$ cat src/sbc_pkg.sv
// What this block does
// RQ1: inputs sampled only on rising clock edge
// RQ2: four banks, 8192 rows, 1024 columns
// RQ3: activate opens addressed row in selected bank
// RQ4: read/write start column from low address
// RQ5: command decoded from four strobe pins
// RQ6: deselect ignores commands, work in flight continues
// RQ7: no-operation registers nothing new
// RQ8: autoclose bit applies to one access only
// RQ9: autoclose closes row after burst ends
// RQ10: precharge closes one bank or all banks
// RQ11: refresh is auto or self by clock enable
// RQ12: refresh row comes from internal counter
// RQ13: clock enable high for all other commands
// RQ14: mode load stores address and bank select
// RQ15: mode load only when idle, then wait
// RQ16: row stays open until its bank precharges
// RQ17: read mask floats data two clocks later
// RQ18: write mask blocks store in same cycle
// RQ19: precharged bank idle after precharge time
// RQ20: burst terminate cuts most recent burst
// RQ21: burst follows programmed length and sequence
// RQ22: banks precharged before auto refresh
// RQ23: each bank tracks its own state
`default_nettype none

package sbc_pkg;
   // array geometry, byte-wide variant
   localparam int NBANK       = 4;
   localparam int BA_W        = 2;
   localparam int ROW_W       = 13;
   localparam int COL_W       = 10;
   localparam int DQ_W        = 8;
   localparam int AP_BIT      = 10;
   localparam logic [NBANK-1:0] BANK_ONE = 4'h1;
   localparam logic [NBANK-1:0] BANK_ALL = 4'hF;
   // command codes {cs_n, ras_n, cas_n, we_n}
   localparam logic [3:0] CMD_MRS = 4'h0;
   localparam logic [3:0] CMD_REF = 4'h1;
   localparam logic [3:0] CMD_PRE = 4'h2;
   localparam logic [3:0] CMD_ACT = 4'h3;
   localparam logic [3:0] CMD_WR  = 4'h4;
   localparam logic [3:0] CMD_RD  = 4'h5;
   localparam logic [3:0] CMD_BST = 4'h6;
   localparam logic [3:0] CMD_NOP = 4'h7;
   // mode register layout
   localparam int MODE_ADDR_W = 12;
   localparam int MODE_W      = 14;
   localparam int BL_LSB      = 0;
   localparam int BL_W        = 3;
   localparam int SEQ_BIT     = 3;
   localparam logic [MODE_W-1:0] MODE_RST = 14'h0000;
   localparam logic [BL_W-1:0] BL_1    = 3'h0;
   localparam logic [BL_W-1:0] BL_2    = 3'h1;
   localparam logic [BL_W-1:0] BL_4    = 3'h2;
   localparam logic [BL_W-1:0] BL_8    = 3'h3;
   localparam logic [BL_W-1:0] BL_PAGE = 3'h7;
   // timing
   localparam int CLK_PERIOD_NS = 100;
   localparam int PRE_TIME_NS   = 20;
   localparam int PRE_RAW = (PRE_TIME_NS + CLK_PERIOD_NS - 1) / CLK_PERIOD_NS;
   localparam int PRE_CYC = (PRE_RAW < 1) ? 1 : PRE_RAW;
   localparam int PRE_CNT_W     = 4;
   localparam logic [PRE_CNT_W-1:0] PRE_LOAD = PRE_CNT_W'(PRE_CYC - 1);
   localparam int REF_INT_NS    = 7813;
   localparam int REF_CYC       = REF_INT_NS / CLK_PERIOD_NS;
   localparam int REF_CNT_W     = 7;
   localparam logic [REF_CNT_W-1:0] REF_LOAD = REF_CNT_W'(REF_CYC - 1);
   // state types
   typedef enum logic [1:0] {BK_IDLE, BK_ACTIVE, BK_PRECH} sbc_bank_t;
   typedef enum logic [1:0] {BU_IDLE, BU_READ, BU_WRITE} sbc_burst_t;
endpackage

`default_nettype wire

$ cat src/sbc_col_seq.sv
`timescale 1ns/1ps
`default_nettype none

module sbc_col_seq
   import sbc_pkg::*;
(
   // burst position
   input  wire logic [COL_W-1:0] i_start,
   input  wire logic [COL_W-1:0] i_idx,
   input  wire logic [COL_W-1:0] i_mask,
   input  wire logic             i_inter,
   // column of this beat
   output logic      [COL_W-1:0] o_col
);
   logic [COL_W-1:0] step;

   // wrap inside the burst block, high bits held
   always_comb begin
      step = i_inter ? (i_start ^ i_idx) : (i_start + i_idx);  // RQ21
      o_col = (i_start & ~i_mask) | (step & i_mask);
   end
endmodule

`default_nettype wire

$ cat src/sbc_bank_track.sv
`timescale 1ns/1ps
`default_nettype none

module sbc_bank_track
   import sbc_pkg::*;
(
   // clock and reset
   input  wire logic                   i_core_clk,
   input  wire logic                   i_srst,
   // per-bank requests
   input  wire logic [NBANK-1:0]       i_act,
   input  wire logic [NBANK-1:0]       i_pre,
   input  wire logic [ROW_W-1:0]       i_row,
   // bank status
   output logic      [NBANK-1:0]       o_open,
   output logic      [NBANK-1:0]       o_idle,
   output logic      [NBANK*ROW_W-1:0] o_rows
);
   genvar b;
   generate
      for (b = 0; b < NBANK; b++) begin : g_bank  // RQ2
         sbc_bank_t            state, next_state;
         logic [ROW_W-1:0]     row, next_row;
         logic [PRE_CNT_W-1:0] cnt, next_cnt;
         logic                 open, idle;

         // one bank: idle, row open, precharging
         always_comb begin
            next_state = state;
            next_row   = row;
            next_cnt   = cnt;
            unique case (state)
               BK_IDLE: if (i_act[b]) begin
                  next_state = BK_ACTIVE;  // RQ23
                  next_row   = i_row;  // RQ3
               end
               BK_ACTIVE: if (i_pre[b]) begin
                  next_state = BK_PRECH;  // RQ16
                  next_cnt   = PRE_LOAD;
               end
               BK_PRECH: if (cnt == '0) begin
                  next_state = BK_IDLE;  // RQ19
               end else begin
                  next_cnt = cnt - 1'b1;
               end
               default: next_state = BK_IDLE;
            endcase
         end

         always_ff @(posedge i_core_clk) begin
            if (i_srst) begin
               state <= BK_IDLE;
               row   <= '0;
               cnt   <= '0;
               open  <= 1'b0;
               idle  <= 1'b1;
            end else begin
               state <= next_state;
               row   <= next_row;
               cnt   <= next_cnt;
               open  <= (next_state == BK_ACTIVE);
               idle  <= (next_state == BK_IDLE);
            end
         end

         assign o_open[b] = open;
         assign o_idle[b] = idle;
         assign o_rows[b*ROW_W +: ROW_W] = row;
      end
   endgenerate
endmodule

`default_nettype wire

$ cat src/sbc_sdram_ctrl.sv
`timescale 1ns/1ps
`default_nettype none

module sbc_sdram_ctrl
   import sbc_pkg::*;
(
   // clock and reset
   input  wire logic              i_core_clk,
   input  wire logic              i_srst,
   // command pins
   input  wire logic              i_cke,
   input  wire logic              i_cs_n,
   input  wire logic              i_ras_n,
   input  wire logic              i_cas_n,
   input  wire logic              i_we_n,
   input  wire logic              i_bank_select_lo,
   input  wire logic              i_bank_select_hi,
   input  wire logic [ROW_W-1:0]  i_addr,
   // data pins
   input  wire logic              i_dqm,
   input  wire logic [DQ_W-1:0]   i_dq,
   output logic      [DQ_W-1:0]   o_dq,
   output logic                   o_dq_oe,
   // storage array port
   output logic                   o_arr_rd_en,
   output logic                   o_arr_wr_en,
   output logic                   o_arr_ref_en,
   output logic      [BA_W-1:0]   o_arr_bank,
   output logic      [ROW_W-1:0]  o_arr_row,
   output logic      [COL_W-1:0]  o_arr_col,
   output logic      [DQ_W-1:0]   o_arr_wdata,
   input  wire logic [DQ_W-1:0]   i_arr_rdata,
   // status
   output logic      [NBANK-1:0]  o_bank_open,
   output logic                   o_self_refresh,
   output logic      [MODE_W-1:0] o_mode_reg
);
   // command decode
   logic [3:0]             cmd;
   logic [BA_W-1:0]        bank_sel;
   logic                   sel;
   logic                   live;
   logic                   c_act;
   logic                   c_rd;
   logic                   c_wr;
   logic                   c_bst;
   logic                   c_pre;
   logic                   c_mrs;
   logic                   c_ref;
   logic                   all_idle;
   // bank tracking
   logic [NBANK-1:0]       bank_idle;
   logic [NBANK*ROW_W-1:0] bank_rows;
   logic [NBANK-1:0]       act_req;
   logic [NBANK-1:0]       pre_req;
   logic [NBANK-1:0]       close_req;
   // burst engine
   sbc_burst_t             bstate, next_bstate;
   logic [BA_W-1:0]        bbank, next_bbank;
   logic [COL_W-1:0]       bstart, next_bstart;
   logic [COL_W-1:0]       bidx, next_bidx;
   logic                   bap, next_bap;
   logic                   start;
   logic                   beat_go;
   logic                   beat_rd;
   logic                   beat_wr;
   logic                   last;
   logic                   full_page;
   logic [BA_W-1:0]        beat_bank;
   logic [COL_W-1:0]       beat_start;
   logic [COL_W-1:0]       beat_idx;
   logic [COL_W-1:0]       beat_col;
   logic [COL_W-1:0]       len_m1;
   logic [COL_W-1:0]       col_mask;
   // mode and refresh
   logic [MODE_W-1:0]      next_mode;
   logic [ROW_W-1:0]       ref_row, next_ref_row;
   logic [REF_CNT_W-1:0]   sr_cnt, next_sr_cnt;
   logic                   next_sr;
   logic                   ref_go;
   // array and data path
   logic                   next_rd, next_wr, next_ref;
   logic [BA_W-1:0]        next_bank;
   logic [ROW_W-1:0]       next_row;
   logic [COL_W-1:0]       next_col;
   logic [DQ_W-1:0]        next_wdata;
   logic [DQ_W-1:0]        next_dq;
   logic                   next_oe;
   logic                   dqm_d1;

   // pin code, bank number
   assign cmd      = {i_cs_n, i_ras_n, i_cas_n, i_we_n};  // RQ5
   assign bank_sel = {i_bank_select_hi, i_bank_select_lo};

   // deselect and self refresh drop new commands
   assign sel  = !i_cs_n && !o_self_refresh;  // RQ6
   assign live = sel && i_cke;  // RQ13

   // no-operation matches none of these and falls through
   assign c_act    = live && (cmd == CMD_ACT) && bank_idle[bank_sel];  // RQ7
   assign c_rd     = live && (cmd == CMD_RD) && o_bank_open[bank_sel];  // RQ19
   assign c_wr     = live && (cmd == CMD_WR) && o_bank_open[bank_sel];
   assign c_bst    = live && (cmd == CMD_BST);
   assign c_pre    = live && (cmd == CMD_PRE);
   assign c_mrs    = live && (cmd == CMD_MRS) && all_idle;
   assign c_ref    = sel && (cmd == CMD_REF) && all_idle;  // RQ11
   assign all_idle = &bank_idle;

   // burst length from the mode register
   always_comb begin
      full_page = (o_mode_reg[BL_LSB +: BL_W] == BL_PAGE);
      case (o_mode_reg[BL_LSB +: BL_W])
         BL_2:    len_m1 = 10'h001;
         BL_4:    len_m1 = 10'h003;
         BL_8:    len_m1 = 10'h007;
         BL_PAGE: len_m1 = 10'h3FF;
         default: len_m1 = 10'h000;
      endcase
      col_mask = len_m1;  // RQ21
   end

   // beat source: fresh command or burst in flight
   assign start      = c_rd || c_wr;
   assign beat_start = start ? i_addr[COL_W-1:0] : bstart;  // RQ4
   assign beat_idx   = start ? '0 : bidx;
   assign beat_bank  = start ? bank_sel : bbank;
   assign last       = !full_page && (beat_idx == len_m1);
   assign beat_rd    = beat_go && (start ? c_rd : (bstate == BU_READ));
   assign beat_wr    = beat_go && !beat_rd;

   // column walk, sequential or interleaved
   sbc_col_seq u_col (
      .i_start (beat_start),
      .i_idx   (beat_idx),
      .i_mask  (col_mask),
      .i_inter (o_mode_reg[SEQ_BIT]),
      .o_col   (beat_col)
   );

   // burst engine next state
   always_comb begin
      next_bstate = bstate;
      next_bbank  = bbank;
      next_bstart = bstart;
      next_bidx   = bidx;
      next_bap    = bap;
      close_req   = '0;
      beat_go     = 1'b0;
      unique case (bstate)
         BU_IDLE, BU_READ, BU_WRITE: begin
            if (start) begin
               // newest access replaces any burst in flight
               beat_go     = 1'b1;
               next_bbank  = bank_sel;
               next_bstart = i_addr[COL_W-1:0];
               next_bap    = i_addr[AP_BIT];  // RQ8
               next_bidx   = 10'h001;
               next_bstate = c_rd ? BU_READ : BU_WRITE;
               if (last) begin
                  next_bstate = BU_IDLE;
                  if (i_addr[AP_BIT]) begin
                     close_req = BANK_ONE << bank_sel;  // RQ9
                  end
               end
            end else if (bstate != BU_IDLE) begin
               if (c_bst || (c_pre && (i_addr[AP_BIT] || bank_sel == bbank))) begin
                  next_bstate = BU_IDLE;  // RQ20
                  if (bap) begin
                     close_req = BANK_ONE << bbank;
                  end
               end else begin
                  beat_go   = 1'b1;
                  next_bidx = bidx + 10'h001;
                  if (last) begin
                     next_bstate = BU_IDLE;
                     if (bap) begin
                        close_req = BANK_ONE << bbank;  // RQ9
                     end
                  end
               end
            end
         end
         default: next_bstate = BU_IDLE;
      endcase
   end

   always_ff @(posedge i_core_clk) begin
      if (i_srst) begin
         bstate <= BU_IDLE;
         bbank  <= '0;
         bstart <= '0;
         bidx   <= '0;
         bap    <= 1'b0;
      end else begin
         bstate <= next_bstate;
         bbank  <= next_bbank;
         bstart <= next_bstart;
         bidx   <= next_bidx;
         bap    <= next_bap;
      end
   end

   // bank open and close requests
   assign act_req = c_act ? (BANK_ONE << bank_sel) : '0;  // RQ3
   assign pre_req = close_req
                  | (!c_pre ? '0 : i_addr[AP_BIT] ? BANK_ALL : (BANK_ONE << bank_sel));  // RQ10

   sbc_bank_track u_banks (
      .i_core_clk (i_core_clk),
      .i_srst     (i_srst),
      .i_act      (act_req),
      .i_pre      (pre_req),
      .i_row      (i_addr),
      .o_open     (o_bank_open),
      .o_idle     (bank_idle),
      .o_rows     (bank_rows)
   );

   // mode load, refresh counter, self refresh timer
   always_comb begin
      next_mode    = o_mode_reg;
      next_ref_row = ref_row;
      next_sr_cnt  = sr_cnt;
      next_sr      = o_self_refresh;
      ref_go       = 1'b0;
      if (c_mrs) begin
         next_mode = {bank_sel, i_addr[MODE_ADDR_W-1:0]};  // RQ14
      end
      if (o_self_refresh) begin
         if (i_cke) begin
            next_sr = 1'b0;
         end else if (sr_cnt == '0) begin
            ref_go      = 1'b1;
            next_sr_cnt = REF_LOAD;
         end else begin
            next_sr_cnt = sr_cnt - 1'b1;
         end
      end else if (c_ref) begin
         ref_go      = 1'b1;
         next_sr     = !i_cke;  // RQ11
         next_sr_cnt = REF_LOAD;
      end
      if (ref_go) begin
         next_ref_row = ref_row + 13'h0001;  // RQ12
      end
   end

   always_ff @(posedge i_core_clk) begin
      if (i_srst) begin
         o_mode_reg     <= MODE_RST;
         ref_row        <= '0;
         sr_cnt         <= '0;
         o_self_refresh <= 1'b0;
      end else begin
         o_mode_reg     <= next_mode;
         ref_row        <= next_ref_row;
         sr_cnt         <= next_sr_cnt;
         o_self_refresh <= next_sr;
      end
   end

   // array strobes and data pins
   always_comb begin
      next_rd    = beat_rd;
      next_wr    = beat_wr && !i_dqm;  // RQ18
      next_ref   = ref_go;
      next_bank  = beat_bank;
      next_row   = ref_go ? ref_row : bank_rows[beat_bank*ROW_W +: ROW_W];
      next_col   = beat_col;
      next_wdata = i_dq;
      next_dq    = o_arr_rd_en ? i_arr_rdata : o_dq;
      next_oe    = o_arr_rd_en && !dqm_d1;  // RQ17
   end

   // every pin sampled on the rising edge only
   always_ff @(posedge i_core_clk) begin
      if (i_srst) begin
         o_arr_rd_en  <= 1'b0;
         o_arr_wr_en  <= 1'b0;
         o_arr_ref_en <= 1'b0;
         o_arr_bank   <= '0;
         o_arr_row    <= '0;
         o_arr_col    <= '0;
         o_arr_wdata  <= '0;
         o_dq         <= '0;
         o_dq_oe      <= 1'b0;
         dqm_d1       <= 1'b0;
      end else begin
         o_arr_rd_en  <= next_rd;  // RQ1
         o_arr_wr_en  <= next_wr;
         o_arr_ref_en <= next_ref;
         o_arr_bank   <= next_bank;
         o_arr_row    <= next_row;
         o_arr_col    <= next_col;
         o_arr_wdata  <= next_wdata;
         o_dq         <= next_dq;
         o_dq_oe      <= next_oe;
         dqm_d1       <= i_dqm;
      end
   end
endmodule

`default_nettype wire

$ cat config.mk
export PLATFORM = sky130hd
export DESIGN_NAME = sbc_sdram_ctrl
export DESIGN_NICKNAME = d
export VERILOG_FILES = /design/src/sbc_pkg.sv /design/src/sbc_col_seq.sv /design/src/sbc_bank_track.sv /design/src/sbc_sdram_ctrl.sv
export SDC_FILE = /design/constraint.sdc
export NUM_CORES = 1
export LEC_CHECK = 0
export BUFFER_PORTS_ARGS = -buffer_cell sky130_fd_sc_hd__buf_2
export CAP_MARGIN = 20
export CORE_MARGIN = 3
export CORE_UTILIZATION = 53
export DETAILED_ROUTE_END_ITERATION = 12
export HOLD_SLACK_MARGIN = 0.03
export MAX_ROUTING_LAYER = met4
export PLACE_DENSITY = 0.84
export RECOVER_POWER = 100
export SLEW_MARGIN = 20
export SYNTH_ARGS = -nofsm -noshare
export SYNTH_HDL_FRONTEND = slang
export SYNTH_HIERARCHICAL = 1
export SYNTH_SLANG_ARGS = --single-unit
$ cat constraint.sdc
create_clock -name i_core_clk -period 3.8 [get_ports i_core_clk]
set_input_delay 0.76 -clock i_core_clk [delete_from_list [all_inputs] [get_ports i_core_clk]]
set_output_delay 0.76 -clock i_core_clk [all_outputs]
set_load 0.01 [all_outputs]
==> summary.txt <==
Placement
  – Placed Area: 0.00949 mm²
  – RePlAce Congestion: 0.887
  – PortBufs: 102
  – Post-DP HPWL: 14700 µm

Critical path
  – Critical path class: input pin to register
  – Worst Path Buf+Inv: 2
  – Slowest cell on the critical path: or4b_1
  – R2r setup slk: 0.51 ns
  – CP top delay family: simple AND/OR/NAND/NOR gates
  – Max Fanout on Critical Path: 7
  – Worst path required time: 4.17 ns
  – Max stage delay on crit path: 0.51 ns
  – Crit path capture type: register
  – Crit-path cells: buf_2, nand3b_1, o2bb2ai_4, and2_0, clkbuf_1, nand2_1, nand2_1, ha_1, o211a_1, and3b_4, or4b_1, nand4_1, nor2b_1
  – Startpoint types: input pin
  – Cell mode on critical path: nand2_1
  – Crit path DAT: 3.71 ns

Power and ir drop
  – Pleak: 3.52 nW
  – VDD IR max: 351 µV
  – Pwr dens: 391 mW/mm²

Worst hold path
  – Hold Crit Class: register to register

Timing
  – Peak Freq: 299 MHz
  – Relative slew slack: -30.2%
  – Setup Skew: 0.0123 ns
  – Finish-stage setup viols: 0
  – Minimum clock period: 3.34 ns
  – RSZ-0062 raised after global routing: false
  – Hold Vio Cnt, Final: 0
  – Setup_tns: 0 ns
  – Final period utilization: 88.0%
  – Fin. max-slew vios: 44
  – Worst-margin pin slew: 1.95 ns

CTS
  – Clock Sink Count: 190
  – H-tree depth: 4
  – CTS root buf: clkbuf_16
  – PostCTS Resize Cnt: 0
  – Setup bufs post-CTS: 0
  – TritonCTS clock tree: built
  – Worst skew pair latency: 0.44 ns
  – Clock Tree Buf Depth: 2
  – CTS buffer count: 17
  – # hold bufs at CTS: 0
  – Worst-path clk slew: 0.06 ns

Floorplan
  – Ports: 103
  – Core box area: 0.0162 mm²
  – FP Rows: 46
  – Die area: 0.0185 mm²
  – Initial core utilization: 55.3%
  – Die Ht: 136 µm
  – Die width: 136 µm

Routing
  – Drt wl/cell: 15.6 µm
  – Vias: 7543
  – DRT iter0 DRCs: 708
  – TritonRoute pass-1 iters: 5
  – Routed Antenna Nets: 0
  – Via density: 5.54
  – Drc violations: 0
  – Routed WL: 21200 µm

Status
  – Outcome: finished, violations left
  – Failing checks: capacitance limit, slew limit

Cells and area
  – Fillers: 1432
  – Antenna cell count: 0
  – Largest register FFs: 52
  – Share of cells above drive strength 1: 8.65%
  – Post-route cell area: 0.00992 mm²
  – Area grow syn2layout: 11.0%
  – NumNets Final: 1191

Synthesis
  – Syn nets: 1125
  – Seq/Total Area, Yosys: 42.5%
  – Top cells by area, synth: dfxtp_1 43%, nand2_1 9.3%, a21oi_1 6.3%
  – Synth warn: 6
  – Avg Inst Size Synth: 8.37 µm²
  – Yosys reg bits: 190
  – Synth Instances: 1068
  – Post-synth top area share: 42.5%
  – Distinct cells, synth: 84
  – Post-synth top cells: 222 x nand2_1, 190 x dfxtp_1, 113 x a21oi_1, 82 x nor2_1, 43 x mux2i_1
  – Main flop type after synthesis: dfxtp_1
  – Mapped cell area: 0.00894 mm²
  – Yosys top cell by area: dfxtp_1
  – Ys async rst share: 0%
  – Most numerous cell in the Yosys netlist: nand2_1
  – Number of synthesized flops with an enable pin: 0

GRT
  – GRT Overall Usage: 23.6%
  – Vias in the first global route: 7157
  – First-pass GRT wire length: 34300 µm
  – Largest net degree at the start of global routing: 134
  – Initial antenna violation count: 0
  – M2 GR Usage: 39.1%
  – GR Overflow Total: 0
  – GRT busiest layer: met2
  – Met1 track demand over resource: 28.8%
  – GR Util met3: 3.81%

Run
  – Max Cap Viol: 1
-- through the flow --
| step | hold WS, ns | utilization, % | cells | power (mW) | setup WS (ns) |
|---|---|---|---|---|---|
| 3_5_place_dp | 0.390 | 58.7 | 1331 | 2.22 | 0.217 |
| 3_3_place_gp | 0.392 | 58.7 | 1331 | 2.22 | 0.301 |
| 6_report | 0.402 | 61.4 | 1361 | 3.88 | 0.456 |
| 5_1_grt | 0.425 | 61.4 | 1361 | 4.00 | 0.241 |
| 2_1_floorplan | 0.373 | - | 1068 | 2.15 | 0.142 |
| 4_1_cts | 0.402 | 62.1 | 1361 | 3.90 | 0.649 |
-- cells by family (layout without fill, tap and decap cells) --
| kind of cell | after synthesis | in the layout | share of synthesized area, % |
|---|---|---|---|
| multiplexers | 55 | 55 | 6.54 |
| XOR/XNOR | 28 | 28 | 2.74 |
| buffers and inverters | 92 | 169 | 4.95 |
| flip-flops | 190 | 190 | 42.5 |
| AO/OA/AOI/OAI | 206 | 206 | 14.7 |
| adder cells (fa/ha/maj) | 19 | 19 | 2.72 |
| AND/OR/NAND/NOR | 478 | 478 | 25.8 |
-- cell usage in the layout (no fill, tap or decap), drive strengths merged, types with 4 or more instances in the layout --
cell	Yosys	final
nand2	223	223
dfxtp	190	190
a21oi	113	113
clkbuf	33	87
nor2	83	83
buf	35	46
mux2i	43	43
inv	24	31
nor3	30	30
nor2b	30	30
o21ai	23	23
xnor2	18	18
and2	18	18
ha	17	17
nand2b	16	16
o221ai	13	13
nand3b	11	11
nand3	11	11
mux2	11	11
xor2	10	10
a21o	10	10
nor3b	8	8
and3	7	7
or3	7	7
nand4	6	6
or3b	6	6
and3b	6	6
o21bai	5	5
nor4	5	5
a31oi	4	4
or4	4	4
-- final timing paths --
| check | endpoint | depth (start not counted) | from |
|---|---|---|---|
| setup / recovery | o_arr_col[9] | 13 | i_cas_n |
| hold / removal | o_dq_oe | 1 | dqm_d1 |
| setup reg to reg | o_arr_col[9] | 12 | o_self_refresh |
| hold reg to reg | o_dq_oe | 1 | dqm_d1 |
-- metal layers --
layer	wire, µm	part of all wire [%]
met1	9250	44
met2	10400	49
met3	929	4.4
met4	627	3.0
met5	0	0
-- report_power, final --
part	leakage (nW)	total, mW	switching (mW)	internal [mW]
Sequential	1.53	2.02	0.0101	2.01
Clock	0.263	1.71	0.793	0.913
Combinational	1.72	0.157	0.107	0.0499
-- layout make-up --
class	count	area, µm²	area share (%)
multi-input cells	786	4680	47.1
flip-flops and latches	190	3800	38.3
repair buffers	115	527	5.31
clock buffers	18	429	4.32
well taps	216	270	2.72
clock inverters	12	125	1.26
inverters	24	90.1	0.908
Power figures use the tool's default switching activity.
